[src/rtl/bsr_pkg.sv]
package bsr_pkg;

    localparam int unsigned BSR_WIDTH       = 8;
    localparam int unsigned BSR_ADDR_W      = 4;

    // ----------------------------------------------------------------
    // Register map
    // ----------------------------------------------------------------
    localparam logic [3:0]  BSR_OFS_CTRL    = 4'h0;
    localparam logic [3:0]  BSR_OFS_CMD     = 4'h4;
    localparam logic [3:0]  BSR_OFS_STAT    = 4'h8;
    localparam logic [3:0]  BSR_OFS_PINS    = 4'hc;

    localparam int unsigned CTRL_SRC_BIT    = 0;
    localparam int unsigned CTRL_MODE_LSB   = 1;
    localparam int unsigned CTRL_DRVOFF_BIT = 3;
    localparam int unsigned CMD_STEP_BIT    = 0;
    localparam int unsigned CMD_CLR_BIT     = 1;
    localparam int unsigned CMD_DATA_LSB    = 8;
    localparam int unsigned STAT_FTAP_BIT   = 8;
    localparam int unsigned STAT_LTAP_BIT   = 9;
    localparam int unsigned STAT_MODE_LSB   = 10;
    localparam int unsigned STAT_DRIVE_BIT  = 12;
    localparam int unsigned PINS_SER_R_BIT  = 8;
    localparam int unsigned PINS_SER_L_BIT  = 9;

    localparam logic [7:0]  CTRL_RST        = 8'h00;
    localparam logic [7:0]  DATA_RST        = 8'h00;

    localparam logic [1:0]  RESP_OKAY       = 2'h0;
    localparam logic [1:0]  RESP_SLVERR     = 2'h2;

    // Code is {high bit, low bit} of the mode select
    typedef enum logic [1:0] {
        BSR_HOLD  = 2'b00,
        BSR_SHR   = 2'b01,
        BSR_SHL   = 2'b10,
        BSR_LOAD  = 2'b11
    } bsr_mode_t;

endpackage : bsr_pkg

[src/rtl/bsr_core_if.sv]
`timescale 1ns/1ps
interface bsr_core_if #(
    parameter int unsigned W = 8
);
    bsr_pkg::bsr_mode_t mode;
    logic               ce;
    logic               advance;
    logic               clr;
    logic               ser_r;
    logic               ser_l;
    logic [W-1:0]       pdata;
    logic [W-1:0]       stages;

    modport ctl (
        output mode, ce, advance, clr, ser_r, ser_l, pdata,
        input  stages
    );
    modport core (
        input  mode, ce, advance, clr, ser_r, ser_l, pdata,
        output stages
    );
    modport drv (
        input  mode, stages
    );
endinterface : bsr_core_if

[src/rtl/bsr_port_drv.sv]
`timescale 1ns/1ps
module bsr_port_drv #(
    parameter int unsigned W = 8
) (
    bsr_core_if.drv          cif,
    input  wire logic        port_drive_en_n_a,
    input  wire logic        port_drive_en_n_b,
    input  wire logic        drive_off,
    output logic             port_driven,
    output logic [W-1:0]     port_line_out,
    output logic [W-1:0]     port_line_oe
);

    // ----------------------------------------------------------------
    // Port drive decision
    // ----------------------------------------------------------------
    always_comb begin
        port_driven = !port_drive_en_n_a && !port_drive_en_n_b
                      && (cif.mode != bsr_pkg::BSR_LOAD)
                      && !drive_off;
        port_line_out = cif.stages;
        port_line_oe  = {W{port_driven}};
    end

endmodule : bsr_port_drv

[src/rtl/bsr_shift_core.sv]
`timescale 1ns/1ps
module bsr_shift_core #(
    parameter int unsigned W = 8
) (
    input  wire logic  aclk,
    input  wire logic  aresetn,
    input  wire logic  clear_n,
    bsr_core_if.core   cif
);

    typedef struct packed {
        logic [W-1:0] stages;
    } bsr_core_st_t;

    bsr_core_st_t st_ff;
    bsr_core_st_t nxt_st;

    // ----------------------------------------------------------------
    // Next stage values
    // ----------------------------------------------------------------
    always_comb begin
        nxt_st = st_ff;
        if (!aresetn) begin
            nxt_st.stages = '0;
        end else if (cif.ce) begin
            if (cif.clr) begin
                nxt_st.stages = '0;
            end else if (cif.advance) begin
                unique case (cif.mode)
                    bsr_pkg::BSR_HOLD: nxt_st.stages = st_ff.stages;
                    bsr_pkg::BSR_SHR:  nxt_st.stages = {st_ff.stages[W-2:0], cif.ser_r};
                    bsr_pkg::BSR_SHL:  nxt_st.stages = {cif.ser_l, st_ff.stages[W-1:1]};
                    bsr_pkg::BSR_LOAD: nxt_st.stages = cif.pdata;
                endcase
            end
        end
    end

    // Clear pin acts without the clock
    always_ff @(posedge aclk or negedge clear_n) begin
        if (!clear_n) begin
            st_ff <= '0;
        end else begin
            st_ff <= nxt_st;
        end
    end

    assign cif.stages = st_ff.stages;

endmodule : bsr_shift_core

[src/rtl/bsr_top.sv]
// The placing of the registers and register access over AXI4-Lite were decided locally.
`timescale 1ns/1ps
module bsr_top #(
    parameter int unsigned W      = bsr_pkg::BSR_WIDTH,
    parameter int unsigned ADDR_W = bsr_pkg::BSR_ADDR_W
) (
    input  wire logic              aclk,
    input  wire logic              aresetn,
    input  wire logic              ce,
    input  wire logic              clear_n,
    // AXI4-Lite slave
    input  wire logic [ADDR_W-1:0] s_axi_awaddr,
    input  wire logic [2:0]        s_axi_awprot,
    input  wire logic              s_axi_awvalid,
    output logic                   s_axi_awready,
    input  wire logic [31:0]       s_axi_wdata,
    input  wire logic [3:0]        s_axi_wstrb,
    input  wire logic              s_axi_wvalid,
    output logic                   s_axi_wready,
    output logic [1:0]             s_axi_bresp,
    output logic                   s_axi_bvalid,
    input  wire logic              s_axi_bready,
    input  wire logic [ADDR_W-1:0] s_axi_araddr,
    input  wire logic [2:0]        s_axi_arprot,
    input  wire logic              s_axi_arvalid,
    output logic                   s_axi_arready,
    output logic [31:0]            s_axi_rdata,
    output logic [1:0]             s_axi_rresp,
    output logic                   s_axi_rvalid,
    input  wire logic              s_axi_rready,
    // Device pins
    input  wire logic              mode_sel_low_bit,
    input  wire logic              mode_sel_high_bit,
    input  wire logic              port_drive_en_n_a,
    input  wire logic              port_drive_en_n_b,
    input  wire logic              serial_in_rightward,
    input  wire logic              serial_in_leftward,
    input  wire logic [W-1:0]      port_line_in,
    output logic [W-1:0]           port_line_out,
    output logic [W-1:0]           port_line_oe,
    output logic                   first_stage_tap,
    output logic                   last_stage_tap
);

    // ----------------------------------------------------------------
    // State
    // ----------------------------------------------------------------
    typedef struct packed {
        logic                   aw_got;
        logic [ADDR_W-1:0]      aw_addr;
        logic                   w_got;
        logic [31:0]            w_data;
        logic [3:0]             w_strb;
        logic                   bvalid;
        logic [1:0]             bresp;
        logic                   rvalid;
        logic [31:0]            rdata;
        logic [1:0]             rresp;
        logic                   sw_src;
        bsr_pkg::bsr_mode_t     sw_mode;
        logic                   drv_off;
        logic                   step;
        logic                   clr;
        logic [W-1:0]           sw_data;
    } bsr_top_st_t;

    bsr_top_st_t st_ff;
    bsr_top_st_t nxt_st;

    bsr_core_if #(.W(W)) cif ();

    bsr_pkg::bsr_mode_t pin_mode;
    bsr_pkg::bsr_mode_t eff_mode;
    logic               port_driven;
    logic               aw_hs;
    logic               w_hs;
    logic               ar_hs;
    logic               wr_commit;
    logic [31:0]        rd_word;
    logic               rd_hit;

    // ----------------------------------------------------------------
    // Mode selection
    // ----------------------------------------------------------------
    always_comb begin
        pin_mode = bsr_pkg::bsr_mode_t'({mode_sel_high_bit, mode_sel_low_bit});
        eff_mode = st_ff.sw_src ? st_ff.sw_mode : pin_mode;
    end

    assign cif.mode    = eff_mode;
    assign cif.ce      = ce;
    assign cif.advance = st_ff.sw_src ? st_ff.step : 1'b1;
    assign cif.clr     = st_ff.clr;
    assign cif.ser_r   = serial_in_rightward;
    assign cif.ser_l   = serial_in_leftward;
    assign cif.pdata   = st_ff.sw_src ? st_ff.sw_data : port_line_in;

    // ----------------------------------------------------------------
    // Shift register and port drivers
    // ----------------------------------------------------------------
    bsr_shift_core #(
        .W (W)
    ) u_core (
        .aclk    (aclk),
        .aresetn (aresetn),
        .clear_n (clear_n),
        .cif     (cif.core)
    );

    bsr_port_drv #(
        .W (W)
    ) u_drv (
        .cif               (cif.drv),
        .port_drive_en_n_a (port_drive_en_n_a),
        .port_drive_en_n_b (port_drive_en_n_b),
        .drive_off         (st_ff.drv_off),
        .port_driven       (port_driven),
        .port_line_out     (port_line_out),
        .port_line_oe      (port_line_oe)
    );

    assign first_stage_tap = cif.stages[0];
    assign last_stage_tap  = cif.stages[W-1];

    // ----------------------------------------------------------------
    // Bus handshakes
    // ----------------------------------------------------------------
    assign s_axi_awready = ce && !st_ff.aw_got && !st_ff.bvalid;
    assign s_axi_wready  = ce && !st_ff.w_got && !st_ff.bvalid;
    assign s_axi_arready = ce && !st_ff.rvalid;
    assign s_axi_bvalid  = st_ff.bvalid;
    assign s_axi_bresp   = st_ff.bresp;
    assign s_axi_rvalid  = st_ff.rvalid;
    assign s_axi_rdata   = st_ff.rdata;
    assign s_axi_rresp   = st_ff.rresp;

    assign aw_hs     = s_axi_awvalid && s_axi_awready;
    assign w_hs      = s_axi_wvalid && s_axi_wready;
    assign ar_hs     = s_axi_arvalid && s_axi_arready;
    assign wr_commit = st_ff.aw_got && st_ff.w_got && !st_ff.bvalid;

    // ----------------------------------------------------------------
    // Read decode
    // ----------------------------------------------------------------
    always_comb begin
        rd_word = 32'h0000_0000;
        rd_hit  = 1'b1;
        unique case (s_axi_araddr[3:0])
            bsr_pkg::BSR_OFS_CTRL: begin
                rd_word[bsr_pkg::CTRL_SRC_BIT]    = st_ff.sw_src;
                rd_word[bsr_pkg::CTRL_MODE_LSB +: 2] = st_ff.sw_mode;
                rd_word[bsr_pkg::CTRL_DRVOFF_BIT] = st_ff.drv_off;
            end
            bsr_pkg::BSR_OFS_CMD: begin
                rd_word[bsr_pkg::CMD_DATA_LSB +: W] = st_ff.sw_data;
            end
            bsr_pkg::BSR_OFS_STAT: begin
                rd_word[W-1:0]                       = cif.stages;
                rd_word[bsr_pkg::STAT_FTAP_BIT]      = first_stage_tap;
                rd_word[bsr_pkg::STAT_LTAP_BIT]      = last_stage_tap;
                rd_word[bsr_pkg::STAT_MODE_LSB +: 2] = eff_mode;
                rd_word[bsr_pkg::STAT_DRIVE_BIT]     = port_driven;
            end
            bsr_pkg::BSR_OFS_PINS: begin
                rd_word[W-1:0]                    = port_line_in;
                rd_word[bsr_pkg::PINS_SER_R_BIT]  = serial_in_rightward;
                rd_word[bsr_pkg::PINS_SER_L_BIT]  = serial_in_leftward;
            end
            default: begin
                rd_hit = 1'b0;
            end
        endcase
    end

    // ----------------------------------------------------------------
    // Next state
    // ----------------------------------------------------------------
    always_comb begin
        nxt_st = st_ff;
        if (!aresetn) begin
            nxt_st         = '0;
            nxt_st.sw_src  = bsr_pkg::CTRL_RST[bsr_pkg::CTRL_SRC_BIT];
            nxt_st.sw_mode = bsr_pkg::bsr_mode_t'(bsr_pkg::CTRL_RST[bsr_pkg::CTRL_MODE_LSB +: 2]);
            nxt_st.drv_off = bsr_pkg::CTRL_RST[bsr_pkg::CTRL_DRVOFF_BIT];
            nxt_st.sw_data = bsr_pkg::DATA_RST;
        end else if (ce) begin
            // Command pulses last one enabled cycle
            nxt_st.step = 1'b0;
            nxt_st.clr  = 1'b0;

            if (aw_hs) begin
                nxt_st.aw_got  = 1'b1;
                nxt_st.aw_addr = s_axi_awaddr;
            end
            if (w_hs) begin
                nxt_st.w_got  = 1'b1;
                nxt_st.w_data = s_axi_wdata;
                nxt_st.w_strb = s_axi_wstrb;
            end

            if (wr_commit) begin
                nxt_st.aw_got = 1'b0;
                nxt_st.w_got  = 1'b0;
                nxt_st.bvalid = 1'b1;
                nxt_st.bresp  = bsr_pkg::RESP_OKAY;
                unique case (st_ff.aw_addr[3:0])
                    bsr_pkg::BSR_OFS_CTRL: begin
                        if (st_ff.w_strb[0]) begin
                            nxt_st.sw_src  = st_ff.w_data[bsr_pkg::CTRL_SRC_BIT];
                            nxt_st.sw_mode = bsr_pkg::bsr_mode_t'(
                                st_ff.w_data[bsr_pkg::CTRL_MODE_LSB +: 2]);
                            nxt_st.drv_off = st_ff.w_data[bsr_pkg::CTRL_DRVOFF_BIT];
                        end
                    end
                    bsr_pkg::BSR_OFS_CMD: begin
                        if (st_ff.w_strb[1]) begin
                            nxt_st.sw_data = st_ff.w_data[bsr_pkg::CMD_DATA_LSB +: W];
                        end
                        if (st_ff.w_strb[0]) begin
                            nxt_st.step = st_ff.w_data[bsr_pkg::CMD_STEP_BIT];
                            nxt_st.clr  = st_ff.w_data[bsr_pkg::CMD_CLR_BIT];
                        end
                    end
                    bsr_pkg::BSR_OFS_STAT,
                    bsr_pkg::BSR_OFS_PINS: begin
                        nxt_st.bresp = bsr_pkg::RESP_OKAY;
                    end
                    default: begin
                        nxt_st.bresp = bsr_pkg::RESP_SLVERR;
                    end
                endcase
            end else if (st_ff.bvalid && s_axi_bready) begin
                nxt_st.bvalid = 1'b0;
            end

            if (ar_hs) begin
                nxt_st.rvalid = 1'b1;
                nxt_st.rdata  = rd_word;
                nxt_st.rresp  = rd_hit ? bsr_pkg::RESP_OKAY : bsr_pkg::RESP_SLVERR;
            end else if (st_ff.rvalid && s_axi_rready) begin
                nxt_st.rvalid = 1'b0;
            end
        end
    end

    always_ff @(posedge aclk) begin
        st_ff <= nxt_st;
    end

endmodule : bsr_top

[config.mk]
export PLATFORM = sky130hd
export DESIGN_NAME = bsr_top
export DESIGN_NICKNAME = d
export VERILOG_FILES = /design/src/rtl/bsr_pkg.sv /design/src/rtl/bsr_core_if.sv /design/src/rtl/bsr_port_drv.sv /design/src/rtl/bsr_shift_core.sv /design/src/rtl/bsr_top.sv
export SDC_FILE = /design/constraint.sdc
export NUM_CORES = 1
export LEC_CHECK = 0
export ABC_CLOCK_PERIOD_IN_PS = 3000
export BUFFER_PORTS_ARGS = -buffer_cell sky130_fd_sc_hd__clkbuf_2
export CAP_MARGIN = 20
export CORE_MARGIN = 2
export CORE_UTILIZATION = 45
export CTS_CLUSTER_SIZE = 8
export DETAILED_ROUTE_END_ITERATION = 16
export PLACE_DENSITY = 0.75
export SLEW_MARGIN = 20
export SYNTH_ARGS = -nofsm -noshare
export SYNTH_HDL_FRONTEND = slang
export SYNTH_HIERARCHICAL = 1
export SYNTH_SLANG_ARGS = --single-unit
[constraint.sdc]
create_clock -name aclk -period 3 [get_ports aclk]
set_input_delay 0.15 -clock aclk [delete_from_list [all_inputs] [get_ports aclk]]
set_output_delay 0.15 -clock aclk [all_outputs]
set_load 0.01 [all_outputs]
==> impl_results.md, run 1 <==
* Initial antenna violation count at 0
* Drt drc at 0
* Setup bufs post-CTS at 0
* CP Capture Type: output pin
* Vias at 2714
* CP arrival at 1.99 ns
* Site Rows at 31
* Internal at 1272 uW
* Synth area leader: dfxtp_1
* Logic pwr share at 0.129
* Starting DRT DRC Count at 164
* DRT Wirelength at 7.415 mm
* Run status: completed
* Die ar. at 8120 um2
* Tcrit/Tclk final at 0.7118
* Post-synth EDFFs at 0
* Crit Path Category: register to output pin
* Seq/Total Area, Yosys at 0.3840
* Final Hold Fails at 0
* Placed wire-length estimate at 5.483 mm
* Max Cap Viol at 0
* Final max-slew violation count at 0
* Sequential power share at 0.508
* Final Power at 1726 uW
* GR Util All Layers at 0.1825
* Syn Area/Cell at 8.922 um2
* Max Fanout on Critical Path at 12
* Synth-to-layout area growth at 9.036%
* Synth top area share at 0.3240
* Reg clk slew, reported paths at 0.06 ns
* Most used DFF post-synth: dfxtp_1
* CP required at 2.85 ns
* RePlAce Congestion at 0.8537
* Pre-antenna DRT Iters at 4
* Port bufs at 85
* Pwr per Cell Area at 474.3 nW/um2
* Die X-Extent at 90.11 um
* Worst-case clock buffer depth at 2
* Fin Hold WS at 0.03922 ns
* ANT nets after route at 0
* Hold Crit Class: input port to register
* Final setup fails at 0
* FMAX at 468.3 MHz
* Final worst slack at 0.8645 ns
* Total global routing overflow at 0
* Multi-input gate area at 1584 um2
* RSZ-0062 raised after global routing: no
* Fill count at 715
* Sw power at 453.5 uW
* Setup_tns at 0 ns
* Most common cell in the synthesized netlist: dfxtp_1
* Largest net degree at the start of global routing at 41
* Initial core utilization at 0.4625
* TritonCTS clock tree: done
* # diodes at 0
* Dpl ws at 1.037 ns
* Startpoint types: register
* H-tree depth at 3
* Sw Share at 0.2628
* Net count, final at 488
* Core area at 7214 um2
* Slew @ Worst Pin at 0.7161 ns
* Via density at 5.250
* TritonCTS Buffers at 9
* Library cells used by synthesis at 41
* Async SR Flop Fraction at 0.1290
* Total area of sequential cells at 1281 um2
* Worst-skew pair later-pin latency at 0.33 ns
* Slew HR at 0.5209
* Chip height at 90.11 um
* Clk_skew at 0.007997 ns
* Placed cell areas at 3463 um2
* Number of I/O pins at 132
* Number of synthesized register bits at 62
* Ranking of synthesized cells by area: dfxtp_1 32%, buf_4 12%, a21oi_1 6.3%
* Post-synth top cells: 54 x dfxtp_1, 52 x buf_4, 42 x a21oi_1, 37 x nand2_1, 24 x nor2_1
* Share of cells above drive strength 1 at 0.2919
* First-pass GRT wire length at 11.83 mm
* Clock sinks at 62
* Clk root buf: clkbuf_8
* Syn Inst Count at 374
* Via count of the first global-routing pass at 2358
* Synthesis Warnings at 6
* Worst VDD drop at 0.0002602 V
* Netlist Area Pre-Place at 3337 um2
* Fin area at 3638 um2
* Min Tclk post-route at 2.135 ns
* Avg WL per Cell at 14.34 um
* Clock power share at 0.363
* Leakage at 0.001584 uW
## power groups by stage
stage	sequential [uW]	combinational, uW	clock (uW)
CTS	876	222	642
global placement	893	216	0
global route	880	245	685
floorplan	885	187	0
finish	876	223	626
detailed placement	894	220	0
## placed cells by master (no fill, tap or decap), drive strengths merged, types with 4 or more instances in the layout
cell,Yosys,final
buf,68,5
dfrtp,8,8
dfxtp,54,54
nand2,37,37
mux2,11,11
o31ai,12,12
a22o,17,17
o21ai,6,6
nor3,4,4
conb,1,18
a21oi,42,42
nor2b,4,4
clkbuf,10,97
o2bb2ai,5,5
mux2i,21,21
nand4,18,18
nor2,24,24
nand3,5,5
nand2b,4,4
## area by class of cell
type | instances | share of cell area
multi-input cells | 248 | 0.4354
clock buffers | 12 | 0.04264
clock inverters | 2 | 0.002751
inverters | 3 | 0.003095
flip-flops and latches | 62 | 0.3521
well taps | 99 | 0.03404
repair buffers | 91 | 0.1300
## metrics by stage
step	instances	util
2_1_floorplan	391	-
3_3_place_gp	502	0.4801
3_5_place_dp	502	0.4801
4_1_cts	517	0.5043
5_1_grt	517	0.5043
6_report	517	0.5043
## critical path, cell delays in order, from the launching register on
cell       delay [ns]
dfxtp_1          0.33
buf_4            0.20
mux2_2           0.41
a2111oi_2        0.36
buf_4            0.22
clkbuf_2         0.14
## flip-flops by register name, summed over array words and instances (netlist names)
name and cells:
s_axi_rvalid 1, s_axi_bresp 1, st_ff 33, s_axi_rdata 16
s_axi_bvalid 1, u_core/cif.stages 8, cif.clr 1, s_axi_rresp 1
## metal layers
| metal | share of wire | global-route usage | wire (um) |
|---|---|---|---|
| met5 | 0 | 0 | 0 |
| met4 | 0.0086 | 0.05000 | 64 |
| met3 | 0.066 | 0.06203 | 488 |
| met2 | 0.45 | 0.2851 | 3332 |
| met1 | 0.48 | 0.2416 | 3529 |
## cells by family (layout without fill, tap and decap cells)
family,after synthesis,after routing,synth area share
simple gates,111,111,0.1811
compound gates,87,87,0.1732
buf+inv,81,108,0.1605
flops,62,62,0.3840
mux,32,32,0.1001
other cells,1,18,0.001124
## final timing paths
check                           startpoint              endpoint  slack (ns)  cells past startpoint
max                              st_ff[13]       port_line_oe[7]        0.86                      5
min                         s_axi_wstrb[1]             st_ff[53]        0.04                      3
max reg2reg                      st_ff[13]       s_axi_rdata[12]        1.02                      7
min reg2reg                s_axi_rdata[14]       s_axi_rdata[14]        0.45                      2
max in group asynchronous          clear_n  u_core/cif.stages[5]        2.63                      2
min in group asynchronous          clear_n  u_core/cif.stages[4]        0.19                      2
## what timing repair did
action	CTS	global route
hold buffers	1	0
gates resized for setup	0	0
hold endpoints to repair	8	0
(Power assumes the default switching activity.)
==> run 2: changes to the inputs <==
--- a/config.mk
+++ b/config.mk
@@ -5,7 +5,8 @@
 export SDC_FILE = /design/constraint.sdc
 export NUM_CORES = 1
 export LEC_CHECK = 0
-export ABC_CLOCK_PERIOD_IN_PS = 3000
+export ABC_AREA = 1
+export ABC_CLOCK_PERIOD_IN_PS = 2000
 export BUFFER_PORTS_ARGS = -buffer_cell sky130_fd_sc_hd__clkbuf_2
 export CAP_MARGIN = 20
 export CORE_MARGIN = 2
==> constraint.sdc (replaced) <==
create_clock -name aclk -period 2 [get_ports aclk]
set_input_delay 0.1 -clock aclk [delete_from_list [all_inputs] [get_ports aclk]]
set_output_delay 0.1 -clock aclk [all_outputs]
set_load 0.01 [all_outputs]
==> impl_results.md, run 2 <==
* Net count, final at 590 (was 488)
* ANT nets after route at 0 (unchanged)
* Initial core utilization at 0.4603 (was 0.4625)
* Placed wire-length estimate at 5.525 mm (was 5.483 mm)
* Worst-skew pair later-pin latency at 0.34 ns (was 0.33 ns)
* Syn Inst Count at 461 (was 374)
* Share of cells above drive strength 1 at 0.2514 (was 0.2919)
* Post-synth EDFFs at 0 (unchanged)
* TritonCTS clock tree: done (unchanged)
* Site Rows at 31 (unchanged)
* Die X-Extent at 89.68 um (was 90.11 um)
* RePlAce Congestion at 0.8597 (was 0.8537)
* FMAX at 542.3 MHz
* Critical Path Start: st_ff[13] (unchanged)
* Synth-to-layout area growth at 12.12% (was 9.036%)
* GRT met2 Usage at 0.3095 (was 0.2851)
* Vias at 2851 (was 2714)
* Clock sinks at 62 (unchanged)
* Crit Path Category: register to output pin (unchanged)
* CP Capture Type: output pin (unchanged)
* Most used DFF post-synth: dfxtp_1 (unchanged)
* GR Util All Layers at 0.1884 (was 0.1825)
* WHS Path Cells at 3 (unchanged)
* R2R Setup Slk at 0.35 ns (was 1.02 ns)
* Avg WL per Cell at 11.43 um (was 14.34 um)
* Reg-to-reg startpoint: st_ff[13] (unchanged)
* Via density at 4.598 (was 5.250)
* H-tree depth at 3 (unchanged)
* Max Cap Viol at 0 (unchanged)
* Via count of the first global-routing pass at 2643 (was 2358)
* CP delay by family, top: simple AND/OR/NAND/NOR gates (was buffers and inverters)
* Async SR Flop Fraction at 0.1290 (unchanged)
* Most common cell in the synthesized netlist: nand2_1 (was dfxtp_1)
* Final setup fails at 0 (unchanged)
* Leakage at 0.001808 uW (was 0.001584 uW)
* Commonest non-fill, non-tap cell in the layout: nand2_1 (was clkbuf_2)
* DRT Wirelength at 7.089 mm (was 7.415 mm)
* Slew @ Worst Pin at 0.5293 ns (was 0.7161 ns)
* CP required at 1.90 ns (was 2.85 ns)
* Grt met3 use at 0.05393 (was 0.06203)
* Worst R2R Path Depth at 8 (was 7)
* Clk root buf: clkbuf_8 (unchanged)
* Syn Area/Cell at 7.165 um2 (was 8.922 um2)
* Slowest CP cell: dfxtp_1 (was mux2_2)
* First-pass GRT wire length at 11.63 mm (was 11.83 mm)
* Seq/Total Area, Yosys at 0.3879 (was 0.3840)
* CP arrival at 1.74 ns (was 1.99 ns)
* Largest net degree at the start of global routing at 25 (was 41)
* Worst hold path startpoint: s_axi_wdata[13] (was s_axi_wstrb[1])
* Setup_tns at 0 ns (unchanged)
* Hold path endpoint: st_ff[69] (was st_ff[53])
* Slew HR at 0.6448 (was 0.5209)
* RR Endpoint: u_core/cif.stages[1] (was s_axi_rdata[12])
* Hold Crit Class: input port to register (unchanged)
* Worst-case clock buffer depth at 2 (unchanged)
* Reg clk slew, reported paths at 0.06 ns (about the same)
* GR peak layer: met2 (unchanged)
* Number of I/O pins at 132 (unchanged)
* Synth top area share at 0.3273 (was 0.3240)
* Max reg flops at 33 (unchanged)
* Final max-slew violation count at 0 (unchanged)
* Commonest non-fill, non-tap cells in the layout: 107 x nand2_1, 85 x clkbuf_2, 69 x nor2_1, 54 x dfxtp_1, 42 x nand3_1 (was 85 x clkbuf_2, 54 x dfxtp_1, 42 x a21oi_1, 37 x nand2_1, 24 x nor2_1)
* Post-synth top cells: 107 x nand2_1, 69 x nor2_1, 54 x buf_4, 54 x dfxtp_1, 42 x nand3_1 (was 54 x dfxtp_1, 52 x buf_4, 42 x a21oi_1, 37 x nand2_1, 24 x nor2_1)
* Pre-antenna DRT Iters at 4 (unchanged)
* Largest Register: st_ff (unchanged)
* Die ar. at 8042 um2 (was 8120 um2)
* Synthesis Warnings at 6 (unchanged)
* Tcrit/Tclk final at 0.9221
* Run status: completed (unchanged)
* Drt drc at 0 (unchanged)
* Netlist Area Pre-Place at 3303 um2 (was 3337 um2)
* TritonCTS Buffers at 9 (unchanged)
* # diodes at 0 (unchanged)
* Clk_skew at 0.008504 ns (was 0.007997 ns)
* Synth area leader: dfxtp_1 (unchanged)
* Ranking of synthesized cells by area: dfxtp_1 33%, buf_4 12%, nand2_1 12% (was dfxtp_1 32%, buf_4 12%, a21oi_1 6.3%)
* Total global routing overflow at 0 (unchanged)
* Worst path max stage delay at 0.33 ns (was 0.41 ns)
* Chip height at 89.68 um (was 90.11 um)
* Buf/Inv on CP at 2 (was 3)
* Worst path most repeated cell: nand2_1 (was buf_4)
* Port bufs at 85 (unchanged)
* Setup bufs post-CTS at 0 (unchanged)
* Library cells used by synthesis at 29 (was 41)
* Core area at 7176 um2 (was 7214 um2)
* Min Tclk post-route at 1.844 ns
* Max Fanout on Critical Path at 12 (unchanged)
* Initial antenna violation count at 0 (unchanged)
* Worst VDD drop at 0.0004422 V (was 0.0002602 V)
* Starting DRT DRC Count at 165 (was 164)
* Met1 Usage GRT at 0.2321 (was 0.2416)
* Pwr per Cell Area at 740.7 nW/um2 (was 474.3 nW/um2)
* Final Hold Fails at 0 (unchanged)
* Number of synthesized register bits at 62 (unchanged)
* Worst-path cell chain: buf_4 -> nand2_1 -> o21ai_1 -> nand2_1 -> nand2_1 -> nor2_2 -> clkbuf_2 (was buf_4 -> mux2_2 -> a2111oi_2 -> buf_4 -> clkbuf_2)
* RSZ-0062 raised after global routing: no (unchanged)
* Startpoint types: register (unchanged)
* Final Util at 0.5161 (was 0.5043)
## run 2: final cells by class
class | instances | area, um2
fill | 732 | 3472
timing repair buffer | 91 | 475.5
clock inverter | 4 | 47.55
multi-input combinational | 320 | 1504
inverter | 33 | 130.1
sequential | 62 | 1281
tap | 99 | 123.9
clock buffer | 11 | 141.4
## run 2: per-layer routing
metal / wire length, um / vias to the layer above
met5: 0 / -
met1: 3184 / 1241
met4: 62 / 0
met3: 481 / 7
li1: - / 1511
met2: 3361 / 92
## run 2: logic make-up after synthesis
| kind of cell | Yosys count | share of synthesized area |
|---|---|---|
| DFF | 62 | 0.3879 |
| and+or+nand+nor | 239 | 0.3212 |
| muxes | 8 | 0.02727 |
| other | 1 | 0.001135 |
| AOI/OAI and AO/OA | 55 | 0.08637 |
| buffers and inverters | 96 | 0.1761 |
## run 2: timing repair
item | CTS | global route
hold endpoints to repair | 9 | 0
endpoints found under the setup margin | 8 | 0
hold buffers | 2 | 0
gates resized for setup | 1 | 0
## run 2: how the worst max path moves through the flow
stage | endpoint | depth (start not counted)
5_1_grt | port_line_oe[7] | 7
3_5_place_dp | s_axi_rdata[12] | 10
6_report | port_line_oe[7] | 7
3_3_place_gp | s_axi_rdata[12] | 10
2_1_floorplan | u_core/cif.stages[0] | 6
4_1_cts | port_line_oe[7] | 7
## run 2: worst register-to-register path, cell delays in order, from the launching register on
cell	delay [ns]
dfxtp_1	0.36
buf_4	0.21
nand2_1	0.07
o21ai_1	0.29
nor2_1	0.14
o21ai_1	0.18
nand2_2	0.15
nand2_1	0.10
nand2_1	0.05
## run 2: power by group
part | internal, uW | switching (uW) | leakage (uW)
clock network | 598 | 464 | 0.0000952
logic | 132 | 221 | 0.00116
registers | 1290 | 39.4 | 0.000548
total | 2020 | 725 | 0.00181
## run 2: per-stage QoR
step / cell area [um2] / std cells / total power (uW) / setup slack (ns) / hold slack (ns)
2_1_floorplan: 3367 / 478 / 1633 / 0.5759 / -0.1956
3_3_place_gp: 3495 / 603 / 1697 / 0.3181 / -0.05361
3_5_place_dp: 3495 / 603 / 1704 / 0.3003 / -0.04969
4_1_cts: 3704 / 620 / 2772 / 0.1237 / 0.001470
5_1_grt: 3704 / 620 / 2892 / 0.01396 / 0.002866
6_report: 3704 / 620 / 2743 / 0.1559 / 0.01575
